## config.mk

```make
export PLATFORM = sky130hd
export DESIGN_NAME = upc_top
export DESIGN_NICKNAME = d
export VERILOG_FILES = /design/src/design/upc_sync.v /design/src/design/upc_top.v
export VERILOG_INCLUDE_DIRS = /design/src /design/src/design
export SDC_FILE = /design/constraint.sdc
export NUM_CORES = 1
export LEC_CHECK = 0
export ABC_CLOCK_PERIOD_IN_PS = 2900
export BUFFER_PORTS_ARGS = -buffer_cell sky130_fd_sc_hd__buf_2
export CAP_MARGIN = 5
export CORE_MARGIN = 2
export CORE_UTILIZATION = 55
export DETAILED_ROUTE_END_ITERATION = 8
export HOLD_SLACK_MARGIN = 0.15
export PLACE_DENSITY = 0.78
export SETUP_SLACK_MARGIN = 0.3
export SLEW_MARGIN = 40
export SYNTH_ARGS = -nofsm -noshare
export SYNTH_HDL_FRONTEND = slang
export SYNTH_HIERARCHICAL = 1
export SYNTH_SLANG_ARGS = --single-unit
```

## constraint.sdc

```tcl
create_clock -name ref_clk -period 2.9 [get_ports ref_clk]
set_input_delay 0 -clock ref_clk [delete_from_list [all_inputs] [get_ports ref_clk]]
set_output_delay 0 -clock ref_clk [all_outputs]
set_load 0.1 [all_outputs]
```

## src/design/upc_map.vh

```
// Address map, field positions, reset values and timing of the uplink port
// interface configuration block. Definitions only; included by bare name.
`ifndef UPC_MAP_VH
`define UPC_MAP_VH

// Register addresses on the 8-bit register port
`define UPC_ADDR_GLOBAL_SPEED 8'h06
`define UPC_ADDR_CAP_P1 8'h17
`define UPC_ADDR_CAP_P2 8'h27
`define UPC_ADDR_CAP_P3 8'h37
`define UPC_ADDR_RSVD_P4 8'h47
`define UPC_ADDR_RSVD_P5 8'h57
`define UPC_ADDR_CFG_P4 8'h46
`define UPC_ADDR_CFG_P5 8'h56
`define UPC_ADDR_STATUS 8'h58

// Global speed register: 1 selects 10 Mbps, 0 selects 100 Mbps
`define UPC_GLOBAL_SPEED_BIT 4
`define UPC_GLOBAL_SPEED_RESET 1'h0

// Capability advertise registers: bits 7-6 read zero
`define UPC_CAP_MASK 8'h3f
`define UPC_CAP_RESET 8'h3f

// Interface configuration field positions
`define UPC_CFG_CLK_SEL 7
`define UPC_CFG_GIGABIT 6
`define UPC_CFG_RSVD 5
`define UPC_CFG_ID_INGRESS 4
`define UPC_CFG_ID_EGRESS 3
`define UPC_CFG_MII_ROLE 2
`define UPC_CFG_MODE_HI 1
`define UPC_CFG_MODE_LO 0

// Interface mode encodings
`define UPC_MODE_MII 2'h0
`define UPC_MODE_RMII 2'h1
`define UPC_MODE_RSVD 2'h2
`define UPC_MODE_RGMII 2'h3

// Reset values of the configuration fields
`define UPC_CFG5_CLK_SEL_RESET 1'h1
`define UPC_CFG4_CLK_SEL_RESET 1'h0
`define UPC_CFG_GIGABIT_RESET 1'h1
`define UPC_CFG_RSVD_VALUE 1'h1
`define UPC_CFG_ID_INGRESS_RESET 1'h0
`define UPC_CFG_ID_EGRESS_RESET 1'h1
`define UPC_CFG_MII_ROLE_RESET 1'h1
`define UPC_CFG_MODE_RESET 2'h3

// Status register field positions
`define UPC_STAT_LINK_ACTIVE 0
`define UPC_STAT_MODE_BAD 1
`define UPC_STAT_STRAPS_DONE 2

// Timing
`define UPC_CLK_MHZ 10
`define UPC_LINK_TIMEOUT_NS 1600
`define UPC_STRAP_SETTLE 2'h2

`endif

```

## src/design/upc_sync.v

```verilog
// Two-flop synchroniser for a group of independent single-bit levels.
// Assumes each bit is a slow level or a clock far slower than clk.
`timescale 1ns/1ps
`default_nettype none

module upc_sync #(
  parameter W = 1
) (
  input wire clk,
  input wire rst_n,
  input wire [W-1:0] d,
  output wire [W-1:0] q
);

  genvar i;

  // One pair of flops per bit; the first stage feeds only the second
  generate
    for (i = 0; i < W; i = i + 1) begin : g_bit
      reg meta_r;
      reg sync_r;
      always @(posedge clk or negedge rst_n) begin
        if (!rst_n) begin
          meta_r <= 1'h0;
          sync_r <= 1'h0;
        end else begin
          meta_r <= d[i];
          sync_r <= meta_r;
        end
      end
      assign q[i] = sync_r;
    end
  endgenerate

endmodule

`default_nettype wire

```

## src/design/upc_top.v

```verilog
// Uplink port interface configuration: register bank and pin direction control.
// Assumes straps are stable around reset release and the link clock is slow
// enough (800 ns period) to be sampled by ref_clk.
//
// What this block does
// - The gigabit select bit picks 1 Gbps when set and 10/100 Mbps when clear in RGMII mode.
// - The gigabit select bit loads from its strap pin at reset, defaulting to gigabit.
// - In 10/100 operation the 10 or 100 choice follows the global speed bit.
// - The fourth port's copy keeps gigabit, role and mode bits reserved and inert.
// - The ingress delay bit adds receive clock delay when set, on the fifth port only in RGMII mode, and resets to 0.
// - The egress delay bit delays the transmit clock when set, on the fifth port only in RGMII mode, and resets to 1.
// - The role bit makes the MII the MAC side when set, the PHY side when clear.
// - The role bit loads from its strap pin at reset, defaulting to MAC.
// - In MII mode with PHY role the CRS, COL, RXC and TXC pins become driven outputs.
// - The mode field selects MII 00, RMII 01, RGMII 11, with 10 reserved.
// - The mode field loads from two strap pins at reset, defaulting to RGMII.
// - In RMII mode clock select set makes the port drive its 50 MHz reference clock.
`timescale 1ns/1ps
`default_nettype none
`include "upc_map.vh"

module upc_top #(
  parameter CLK_MHZ = `UPC_CLK_MHZ,
  parameter LINK_TIMEOUT_NS = `UPC_LINK_TIMEOUT_NS
) (
  input wire ref_clk,
  input wire rst_n,
  input wire [7:0] reg_addr,
  input wire [7:0] reg_wdata,
  input wire reg_wr,
  input wire reg_rd,
  output reg [7:0] reg_rdata,
  input wire speed_strap_pin,
  input wire mii_role_strap_pin,
  input wire [1:0] interface_mode_strap_pins,
  input wire uplink_link_clk,
  output reg uplink_mii_mode,
  output reg uplink_rmii_mode,
  output reg uplink_rgmii_mode,
  output reg uplink_rgmii_gigabit,
  output reg uplink_speed_100,
  output reg uplink_rx_delay_en,
  output reg uplink_tx_delay_en,
  output reg uplink_mii_mac_role,
  output reg uplink_crs_oe,
  output reg uplink_col_oe,
  output reg uplink_rxc_oe,
  output reg uplink_txc_oe,
  output reg uplink_refclk_oe,
  output reg port4_refclk_oe,
  output reg port4_rx_delay_en,
  output reg port4_tx_delay_en
);

  // Link clock silence limit in cycles, rounded down, never below one
  localparam TIMEOUT_RAW = (LINK_TIMEOUT_NS * CLK_MHZ) / 1000;
  localparam TIMEOUT_CYC = (TIMEOUT_RAW < 1) ? 1 : TIMEOUT_RAW;
  localparam [7:0] TIMEOUT_LIM = TIMEOUT_CYC[7:0];

  // Strap capture machine, one-hot
  localparam [1:0] ST_SETTLE = 2'h1;
  localparam [1:0] ST_RUN = 2'h2;

  // Synchronised pins
  wire [4:0] pins_s;
  wire speed_strap_s;
  wire role_strap_s;
  wire [1:0] mode_strap_s;
  wire link_clk_s;

  // Strap capture state
  reg [1:0] state_r;
  reg [1:0] state_nxt;
  reg [1:0] settle_r;
  reg [1:0] settle_nxt;
  wire strap_load;

  // Fifth port configuration fields
  reg cfg5_clk_sel_r;
  reg cfg5_gigabit_r;
  reg cfg5_id_in_r;
  reg cfg5_id_eg_r;
  reg cfg5_role_r;
  reg [1:0] cfg5_mode_r;

  // Fourth port configuration fields (only the live bits are stored)
  reg cfg4_clk_sel_r;
  reg cfg4_id_in_r;
  reg cfg4_id_eg_r;

  // Global speed and capability registers
  reg speed10_r;
  reg [7:0] cap_r [0:2];

  // Link clock watch
  reg link_clk_d_r;
  reg [7:0] idle_cnt_r;
  reg link_active_r;
  wire link_edge;

  // Decoded write strobes
  wire wr_cfg5;
  wire wr_cfg4;
  wire wr_speed;

  // Assembled read images
  wire [7:0] cfg5_img;
  wire [7:0] cfg4_img;
  wire [7:0] speed_img;
  wire [7:0] status_img;
  reg [7:0] rdata_nxt;

  // Decoded mode
  wire mode_mii;
  wire mode_rmii;
  wire mode_rgmii;
  wire mode_bad;

  // Straps and link clock pass two flops before use
  upc_sync #(
    .W(5)
  ) u_sync (
    .clk(ref_clk),
    .rst_n(rst_n),
    .d({uplink_link_clk, interface_mode_strap_pins, mii_role_strap_pin, speed_strap_pin}),
    .q(pins_s)
  );

  assign speed_strap_s = pins_s[0];
  assign role_strap_s = pins_s[1];
  assign mode_strap_s = pins_s[3:2];
  assign link_clk_s = pins_s[4];

  // Next state: wait for the synchronisers to fill, then run
  always @* begin
    state_nxt = state_r;
    settle_nxt = settle_r;
    case (state_r)
      ST_SETTLE: begin
        if (settle_r == `UPC_STRAP_SETTLE) begin
          state_nxt = ST_RUN;
        end else begin
          settle_nxt = settle_r + 2'h1;
        end
      end
      ST_RUN: begin
        state_nxt = ST_RUN;
      end
      default: begin
        state_nxt = ST_SETTLE;
        settle_nxt = 2'h0;
      end
    endcase
  end

  // Strap capture registers
  always @(posedge ref_clk or negedge rst_n) begin
    if (!rst_n) begin
      state_r <= ST_SETTLE;
      settle_r <= 2'h0;
    end else begin
      state_r <= state_nxt;
      settle_r <= settle_nxt;
    end
  end

  // One-cycle pulse when the synchronised straps are valid
  assign strap_load = (state_r == ST_SETTLE) && (settle_r == `UPC_STRAP_SETTLE);

  // Write decode
  assign wr_cfg5 = reg_wr && (reg_addr == `UPC_ADDR_CFG_P5);
  assign wr_cfg4 = reg_wr && (reg_addr == `UPC_ADDR_CFG_P4);
  assign wr_speed = reg_wr && (reg_addr == `UPC_ADDR_GLOBAL_SPEED);

  // Fifth port configuration; a write in the capture cycle beats the straps
  always @(posedge ref_clk or negedge rst_n) begin
    if (!rst_n) begin
      cfg5_clk_sel_r <= `UPC_CFG5_CLK_SEL_RESET;
      cfg5_gigabit_r <= `UPC_CFG_GIGABIT_RESET;
      cfg5_id_in_r <= `UPC_CFG_ID_INGRESS_RESET;
      cfg5_id_eg_r <= `UPC_CFG_ID_EGRESS_RESET;
      cfg5_role_r <= `UPC_CFG_MII_ROLE_RESET;
      cfg5_mode_r <= `UPC_CFG_MODE_RESET;
    end else if (wr_cfg5) begin
      cfg5_clk_sel_r <= reg_wdata[`UPC_CFG_CLK_SEL];
      cfg5_gigabit_r <= reg_wdata[`UPC_CFG_GIGABIT];
      cfg5_id_in_r <= reg_wdata[`UPC_CFG_ID_INGRESS];
      cfg5_id_eg_r <= reg_wdata[`UPC_CFG_ID_EGRESS];
      cfg5_role_r <= reg_wdata[`UPC_CFG_MII_ROLE];
      cfg5_mode_r <= reg_wdata[`UPC_CFG_MODE_HI:`UPC_CFG_MODE_LO];
    end else if (strap_load) begin
      cfg5_gigabit_r <= speed_strap_s;
      cfg5_role_r <= role_strap_s;
      cfg5_clk_sel_r <= role_strap_s; // Shares the role strap
      cfg5_mode_r <= mode_strap_s;
    end
  end

  // Fourth port copy: gigabit, role and mode bits are not stored
  always @(posedge ref_clk or negedge rst_n) begin
    if (!rst_n) begin
      cfg4_clk_sel_r <= `UPC_CFG4_CLK_SEL_RESET;
      cfg4_id_in_r <= `UPC_CFG_ID_INGRESS_RESET;
      cfg4_id_eg_r <= `UPC_CFG_ID_EGRESS_RESET;
    end else if (wr_cfg4) begin
      cfg4_clk_sel_r <= reg_wdata[`UPC_CFG_CLK_SEL];
      cfg4_id_in_r <= reg_wdata[`UPC_CFG_ID_INGRESS];
      cfg4_id_eg_r <= reg_wdata[`UPC_CFG_ID_EGRESS];
    end
  end

  // Global speed bit
  always @(posedge ref_clk or negedge rst_n) begin
    if (!rst_n) begin
      speed10_r <= `UPC_GLOBAL_SPEED_RESET;
    end else if (wr_speed) begin
      speed10_r <= reg_wdata[`UPC_GLOBAL_SPEED_BIT];
    end
  end

  // Capability advertise registers of ports one to three
  genvar gi;
  generate
    for (gi = 0; gi < 3; gi = gi + 1) begin : g_cap
      wire [7:0] cap_addr;
      assign cap_addr = (gi == 0) ? `UPC_ADDR_CAP_P1 :
                        (gi == 1) ? `UPC_ADDR_CAP_P2 : `UPC_ADDR_CAP_P3;
      always @(posedge ref_clk or negedge rst_n) begin
        if (!rst_n) begin
          cap_r[gi] <= `UPC_CAP_RESET;
        end else if (reg_wr && (reg_addr == cap_addr)) begin
          cap_r[gi] <= reg_wdata & `UPC_CAP_MASK;
        end
      end
    end
  endgenerate

  // Link clock edge finder on the second synchroniser stage
  assign link_edge = link_clk_s && !link_clk_d_r;

  // Link clock activity: rising edges restart the silence counter
  always @(posedge ref_clk or negedge rst_n) begin
    if (!rst_n) begin
      link_clk_d_r <= 1'h0;
      idle_cnt_r <= 8'h00;
      link_active_r <= 1'h0;
    end else begin
      link_clk_d_r <= link_clk_s;
      if (link_edge) begin
        idle_cnt_r <= 8'h00;
        link_active_r <= 1'h1;
      end else if (idle_cnt_r >= TIMEOUT_LIM) begin
        link_active_r <= 1'h0;
      end else begin
        idle_cnt_r <= idle_cnt_r + 8'h01;
      end
    end
  end

  // Mode decode of the fifth port
  assign mode_mii = (cfg5_mode_r == `UPC_MODE_MII);
  assign mode_rmii = (cfg5_mode_r == `UPC_MODE_RMII);
  assign mode_rgmii = (cfg5_mode_r == `UPC_MODE_RGMII);
  assign mode_bad = (cfg5_mode_r == `UPC_MODE_RSVD);

  // Read images; the reserved bit always reads back its fixed value
  assign cfg5_img = {cfg5_clk_sel_r, cfg5_gigabit_r, `UPC_CFG_RSVD_VALUE, cfg5_id_in_r,
                     cfg5_id_eg_r, cfg5_role_r, cfg5_mode_r};
  assign cfg4_img = {cfg4_clk_sel_r, 1'h0, `UPC_CFG_RSVD_VALUE, cfg4_id_in_r,
                     cfg4_id_eg_r, 3'h0};
  assign speed_img = {3'h0, speed10_r, 4'h0};
  assign status_img = {5'h00, (state_r == ST_RUN), mode_bad, link_active_r};

  // Read mux; unmapped and reserved addresses read zero
  always @* begin
    rdata_nxt = 8'h00;
    case (reg_addr)
      `UPC_ADDR_CFG_P5: rdata_nxt = cfg5_img;
      `UPC_ADDR_CFG_P4: rdata_nxt = cfg4_img;
      `UPC_ADDR_GLOBAL_SPEED: rdata_nxt = speed_img;
      `UPC_ADDR_CAP_P1: rdata_nxt = cap_r[0];
      `UPC_ADDR_CAP_P2: rdata_nxt = cap_r[1];
      `UPC_ADDR_CAP_P3: rdata_nxt = cap_r[2];
      `UPC_ADDR_STATUS: rdata_nxt = status_img;
      default: rdata_nxt = 8'h00;
    endcase
  end

  // Read data stands only in the cycle after the strobe
  always @(posedge ref_clk or negedge rst_n) begin
    if (!rst_n) begin
      reg_rdata <= 8'h00;
    end else if (reg_rd) begin
      reg_rdata <= rdata_nxt;
    end else begin
      reg_rdata <= 8'h00;
    end
  end

  // Fifth port mode and speed outputs
  always @(posedge ref_clk or negedge rst_n) begin
    if (!rst_n) begin
      uplink_mii_mode <= 1'h0;
      uplink_rmii_mode <= 1'h0;
      uplink_rgmii_mode <= 1'h0;
      uplink_rgmii_gigabit <= 1'h0;
      uplink_speed_100 <= 1'h0;
      uplink_rx_delay_en <= 1'h0;
      uplink_tx_delay_en <= 1'h0;
      uplink_mii_mac_role <= 1'h0;
    end else begin
      uplink_mii_mode <= mode_mii;
      uplink_rmii_mode <= mode_rmii;
      uplink_rgmii_mode <= mode_rgmii;
      uplink_rgmii_gigabit <= mode_rgmii && cfg5_gigabit_r;
      uplink_speed_100 <= !(mode_rgmii && cfg5_gigabit_r) && !speed10_r;
      uplink_rx_delay_en <= mode_rgmii && cfg5_id_in_r;
      uplink_tx_delay_en <= mode_rgmii && cfg5_id_eg_r;
      uplink_mii_mac_role <= cfg5_role_r;
    end
  end

  // Pin directions: MII mode in PHY role drives CRS, COL, RXC, TXC; RMII clock mode drives refclk
  always @(posedge ref_clk or negedge rst_n) begin
    if (!rst_n) begin
      uplink_crs_oe <= 1'h0;
      uplink_col_oe <= 1'h0;
      uplink_rxc_oe <= 1'h0;
      uplink_txc_oe <= 1'h0;
      uplink_refclk_oe <= 1'h0;
    end else begin
      uplink_crs_oe <= mode_mii && !cfg5_role_r;
      uplink_col_oe <= mode_mii && !cfg5_role_r;
      uplink_rxc_oe <= mode_mii && !cfg5_role_r;
      uplink_txc_oe <= mode_mii && !cfg5_role_r;
      uplink_refclk_oe <= mode_rmii && cfg5_clk_sel_r;
    end
  end

  // Fourth port outputs: only clock select and delays act
  always @(posedge ref_clk or negedge rst_n) begin
    if (!rst_n) begin
      port4_refclk_oe <= 1'h0;
      port4_rx_delay_en <= 1'h0;
      port4_tx_delay_en <= 1'h0;
    end else begin
      port4_refclk_oe <= cfg4_clk_sel_r;
      port4_rx_delay_en <= cfg4_id_in_r;
      port4_tx_delay_en <= cfg4_id_eg_r;
    end
  end

endmodule

`default_nettype wire

```

==> impl_summary.md <==
Layout
The post-route cell area is approximately 3900 µm². The final cell count without fillers is around 380. The net count of the finished layout is roughly 340.

The area growth from synthesis to layout is 20.3%. In the layout the commonest cells are sky130_fd_sc_hd__dfrtp_1 (48), sky130_fd_sc_hd__buf_2 (48), sky130_fd_sc_hd__dfstp_2 (26), sky130_fd_sc_hd__nor2_1 (20), sky130_fd_sc_hd__mux2_2 (20). The filler cell count is 402.

The final standard cell utilization of the core is 0.692. Of the cells placed in the final design, the portion with a size suffix greater than 1 is 0.419. The number of antenna diodes in the final layout is 0.

Synthesis
The synthesis-stage register bit count is 74. Of the synthesized area, sequential elements account for 0.588. The proportion of synthesized flip-flops having asynchronous set or reset is 1.00. The Yosys step of the flow raised 6 warnings. The count of flip-flops with a built-in enable after synthesis is 0. The most instantiated flip-flop cell in the synthesis netlist is sky130_fd_sc_hd__dfrtp_1. Of the total synthesized cell area, the portion taken by full adders, half adders and majority gates is 0.0195. The mux cell area share after synthesis is 0.138.

The share of the synthesized area in compound gates (AO/OA/AOI/OAI) is 0.0753. The dominant combinational cell family by area after synthesis is multiplexers. In the post-synthesis netlist, the biggest area contributors are sky130_fd_sc_hd__dfrtp_1 (37%), sky130_fd_sc_hd__dfstp_2 (21%), sky130_fd_sc_hd__mux2_2 (7.0%), sky130_fd_sc_hd__mux2_4 (4.2%), sky130_fd_sc_hd__nor2_1 (2.3%). Of the post-synthesis cell area, the dominant cell type holds 0.375. The simple-gate area share of the yosys netlist is 0.129. The post-synthesis net count is roughly 270. The mean cell area of the mapped netlist is about 13 µm². Of the total synthesized cell area, the portion taken by XOR and XNOR cells is 0.00820. Summed over all instances, the cell type with the most area after synthesis is sky130_fd_sc_hd__dfrtp_1. The number of distinct standard cells referenced by the synthesized netlist is 47.

Synthesis produced between 200 and 250 cells. The cell area that synthesis handed to floorplanning was ~3200 µm².

Clock tree
After clock tree synthesis, the flow added hold-fix buffers numbering 19. The number of H-tree levels is 3. The number of buffers added for setup after CTS is 0.

The count of clock tree sinks is 74. The post-CTS clock slew at the launch and capture registers of the worst setup and hold paths is 0.08 ns. The master cell of the clock root buffer is sky130_fd_sc_hd__clkbuf_8.

TritonCTS built the clock tree. The clock latency reported for the late side of the worst-skew pair is roughly 0.35 ns. Counting the buffers created by CTS gives 9. The number of gates given a new drive strength after cts is 0. The largest buffer count on any clock path is 2.

STA
The post-route clock skew is around 0.0087 ns. The final period demand of the worst path is about 1.8 ns. For the pin with the worst max-slew slack, the measured transition is 0.582 ns. The final-report setup violation count is 0.

The highest attainable clock frequency is about 550 MHz. Dividing the final minimum period by the clock period gives 0.631. The final max-slew violation count was 0. Setup repair after global routing left no endpoint under its margin. The remaining max-slew budget at the tightest pin is 0.611. The accumulated negative setup slack is 0 ns. The final hold violation count is 0.

Setup path
The data arrival time at the worst-slack endpoint is 2.06 ns. The worst setup path is captured at a register. The largest fanout on the critical path is 12. For the worst setup path, the data required time is 3.13 ns. The critical path is of the in -> reg type. The cell type of the slowest stage on the worst timing path is sky130_fd_sc_hd__dlygate4sd3_1. For this run, the slowest stage of the critical path takes 0.53 ns.

The number of buffers and inverters on the critical path is 2. The signal on the critical path passes through dlygate4sd3_1, buf_2, nor4b_4, nand4_1, mux2_1. The family with the most delay on the worst path is simple AND/OR/NAND/NOR gates. The nature of the critical path startpoint is an input pin.

Power and ir drop
VDD sags by at most ~0.42 mV. The power density relative to cell area is around 620 nW/µm². The leakage power of the design is around 1.8 nW.

Placed design
In this run, placement finished with an instance count of roughly 350. At the end of routability-driven placement, the weighted congestion stood at approximately 0.84. Once placement finished, the instance area stood at approximately 3400 µm².

The estimated wirelength of the detail-placed design is 4.02 mm. The number of buffers inserted by port buffering is 48.

Hold path
The worst min-delay path category is in -> reg.

Floorplan
For this configuration, the core starts out at a cell density of 0.575. The floorplan step set the die height to around 80 µm. The I/O pin total is 49. The floorplan step defined a core boundary enclosing roughly 5600 µm². The die outline area is about 6500 µm². The die outline width is about 80 µm. In this run the core area contains 27 standard-cell rows.

Routing
The routed layout has around 2000 vias. After detailed routing, the number of remaining DRC violations is 0. For this block, the initial DRC count from the detailed router was 116. The first detailed-routing pass ran for 5 iterations. The count of nets left with antenna violations after detail routing is 0. Dividing the detail-routed via count by the number of cells gives between 5 and 6. Dividing the detail-routed wire length by the instance count gives ~16 µm. The final layout contains routed wiring with a total length of ~6 mm.

GRT
The global-route wire length before repair is a little over 10 mm. The initial antenna violation count is 0. Entering global routing, the biggest net connects 39 pins. The total global-route track usage is 0.212. Global routing finished with a remaining overflow of 0.

The via count of the first global-routing pass was 2079.

Run
Max-cap violations in this run came to 0.

Outcome
The flow ran to the end, and the final reports show no timing, DRC or antenna violations.
## final cells by class
| class | count | area, µm² | share of cell area |
|---|---|---|---|
| Multi-Input combinational cell | 145 | 1190 | 0.308 |
| Clock inverter | 6 | 90.1 | 0.0234 |
| Inverter | 6 | 22.5 | 0.00584 |
| Timing Repair Buffer | 69 | 445 | 0.116 |
| Clock buffer | 10 | 138 | 0.0357 |
| Sequential cell | 74 | 1880 | 0.489 |
| Tap cell | 72 | 90.1 | 0.0234 |
## cells in the mapped netlist, types with 6 or more instances
library cell / n
sky130_fd_sc_hd__nand2_1: 10
sky130_fd_sc_hd__inv_1: 6
sky130_fd_sc_hd__buf_4: 9
sky130_fd_sc_hd__nor2b_1: 8
sky130_fd_sc_hd__dfstp_2: 26
sky130_fd_sc_hd__mux2_2: 20
sky130_fd_sc_hd__mux2_4: 9
sky130_fd_sc_hd__a21oi_1: 11
sky130_fd_sc_hd__dfrtp_1: 48
sky130_fd_sc_hd__nor2_1: 20
sky130_fd_sc_hd__mux2i_1: 6
## stage by stage
stage / power [W] / hold WS [ns] / setup slack, ns
after global placement: 0.00150 / 0.0618 / 1.24
after global routing: 0.00251 / 0.159 / 0.978
after CTS: 0.00242 / 0.157 / 1.10
after detailed placement: 0.00152 / 0.0751 / 1.20
after floorplan: 0.00143 / -0.296 / 1.54
final: 0.00241 / 0.159 / 1.07
## registers in the layout (all words and copies together), names as in the netlist, 2 cells and up
| name | cells |
|---|---|
| state_r | 2 |
| u_sync/g_bit.sync_r | 5 |
| settle_r | 2 |
| cap_r | 18 |
| reg_rdata | 8 |
| cfg5_mode_r | 2 |
| idle_cnt_r | 8 |
| u_sync/g_bit.meta_r | 5 |
## worst paths after layout
kind	end	cells after the start	slack (ns)	start
worst max register to register	idle_cnt_r[3]$_DFFE_PN0P_	4	1.48	idle_cnt_r[4]$_DFFE_PN0P_
min in group asynchronous	u_sync/g_bit[3].meta_r$_DFF_PN0_	3	0.22	rst_n
worst min register to register	u_sync/g_bit[4].sync_r$_DFF_PN0_	0	0.35	u_sync/g_bit[4].meta_r$_DFF_PN0_
worst min-delay path	cap_r[4]$_DFFE_PN1P_	3	0.16	reg_wr
max in group asynchronous	state_r[0]$_DFFE_PN1P_	3	2.30	rst_n
worst max-delay path	cfg5_id_in_r$_DFFE_PN0P_	5	1.07	reg_addr[0]
## where the power goes
group / switching, W / internal, W / leakage [nW]
clock network: 0.000382 / 0.000509 / 0.112
registers: 0.0000527 / 0.00112 / 0.882
logic: 0.000231 / 0.000113 / 0.851
total: 0.000666 / 0.00174 / 1.85
## worst register-to-register path: stages (launching register included)
cell and delay [ns]:
sky130_fd_sc_hd__dfrtp_1 0.42, sky130_fd_sc_hd__nor4_4 0.48, sky130_fd_sc_hd__nand4_1 0.17, sky130_fd_sc_hd__xor2_1 0.18, sky130_fd_sc_hd__nor2_1 0.06
## layer usage
layer,track usage,vias to the layer above,routed length (µm)
li1,-,964,-
met5,0,-,0
met1,0.271,1006,2560
met4,0.107,0,198
met3,0.0494,20,295
met2,0.338,69,2930
## cell families after synthesis
kind of cell               after synthesis
AOI/OAI and AO/OA                       35
xor gates and xnor gates                 3
adders and majority gates                5
buffers and inverters                   22
DFF                                     74
muxes                                   37
and+or+nand+nor                         65
Note: power is estimated with default switching activity, not from simulation.
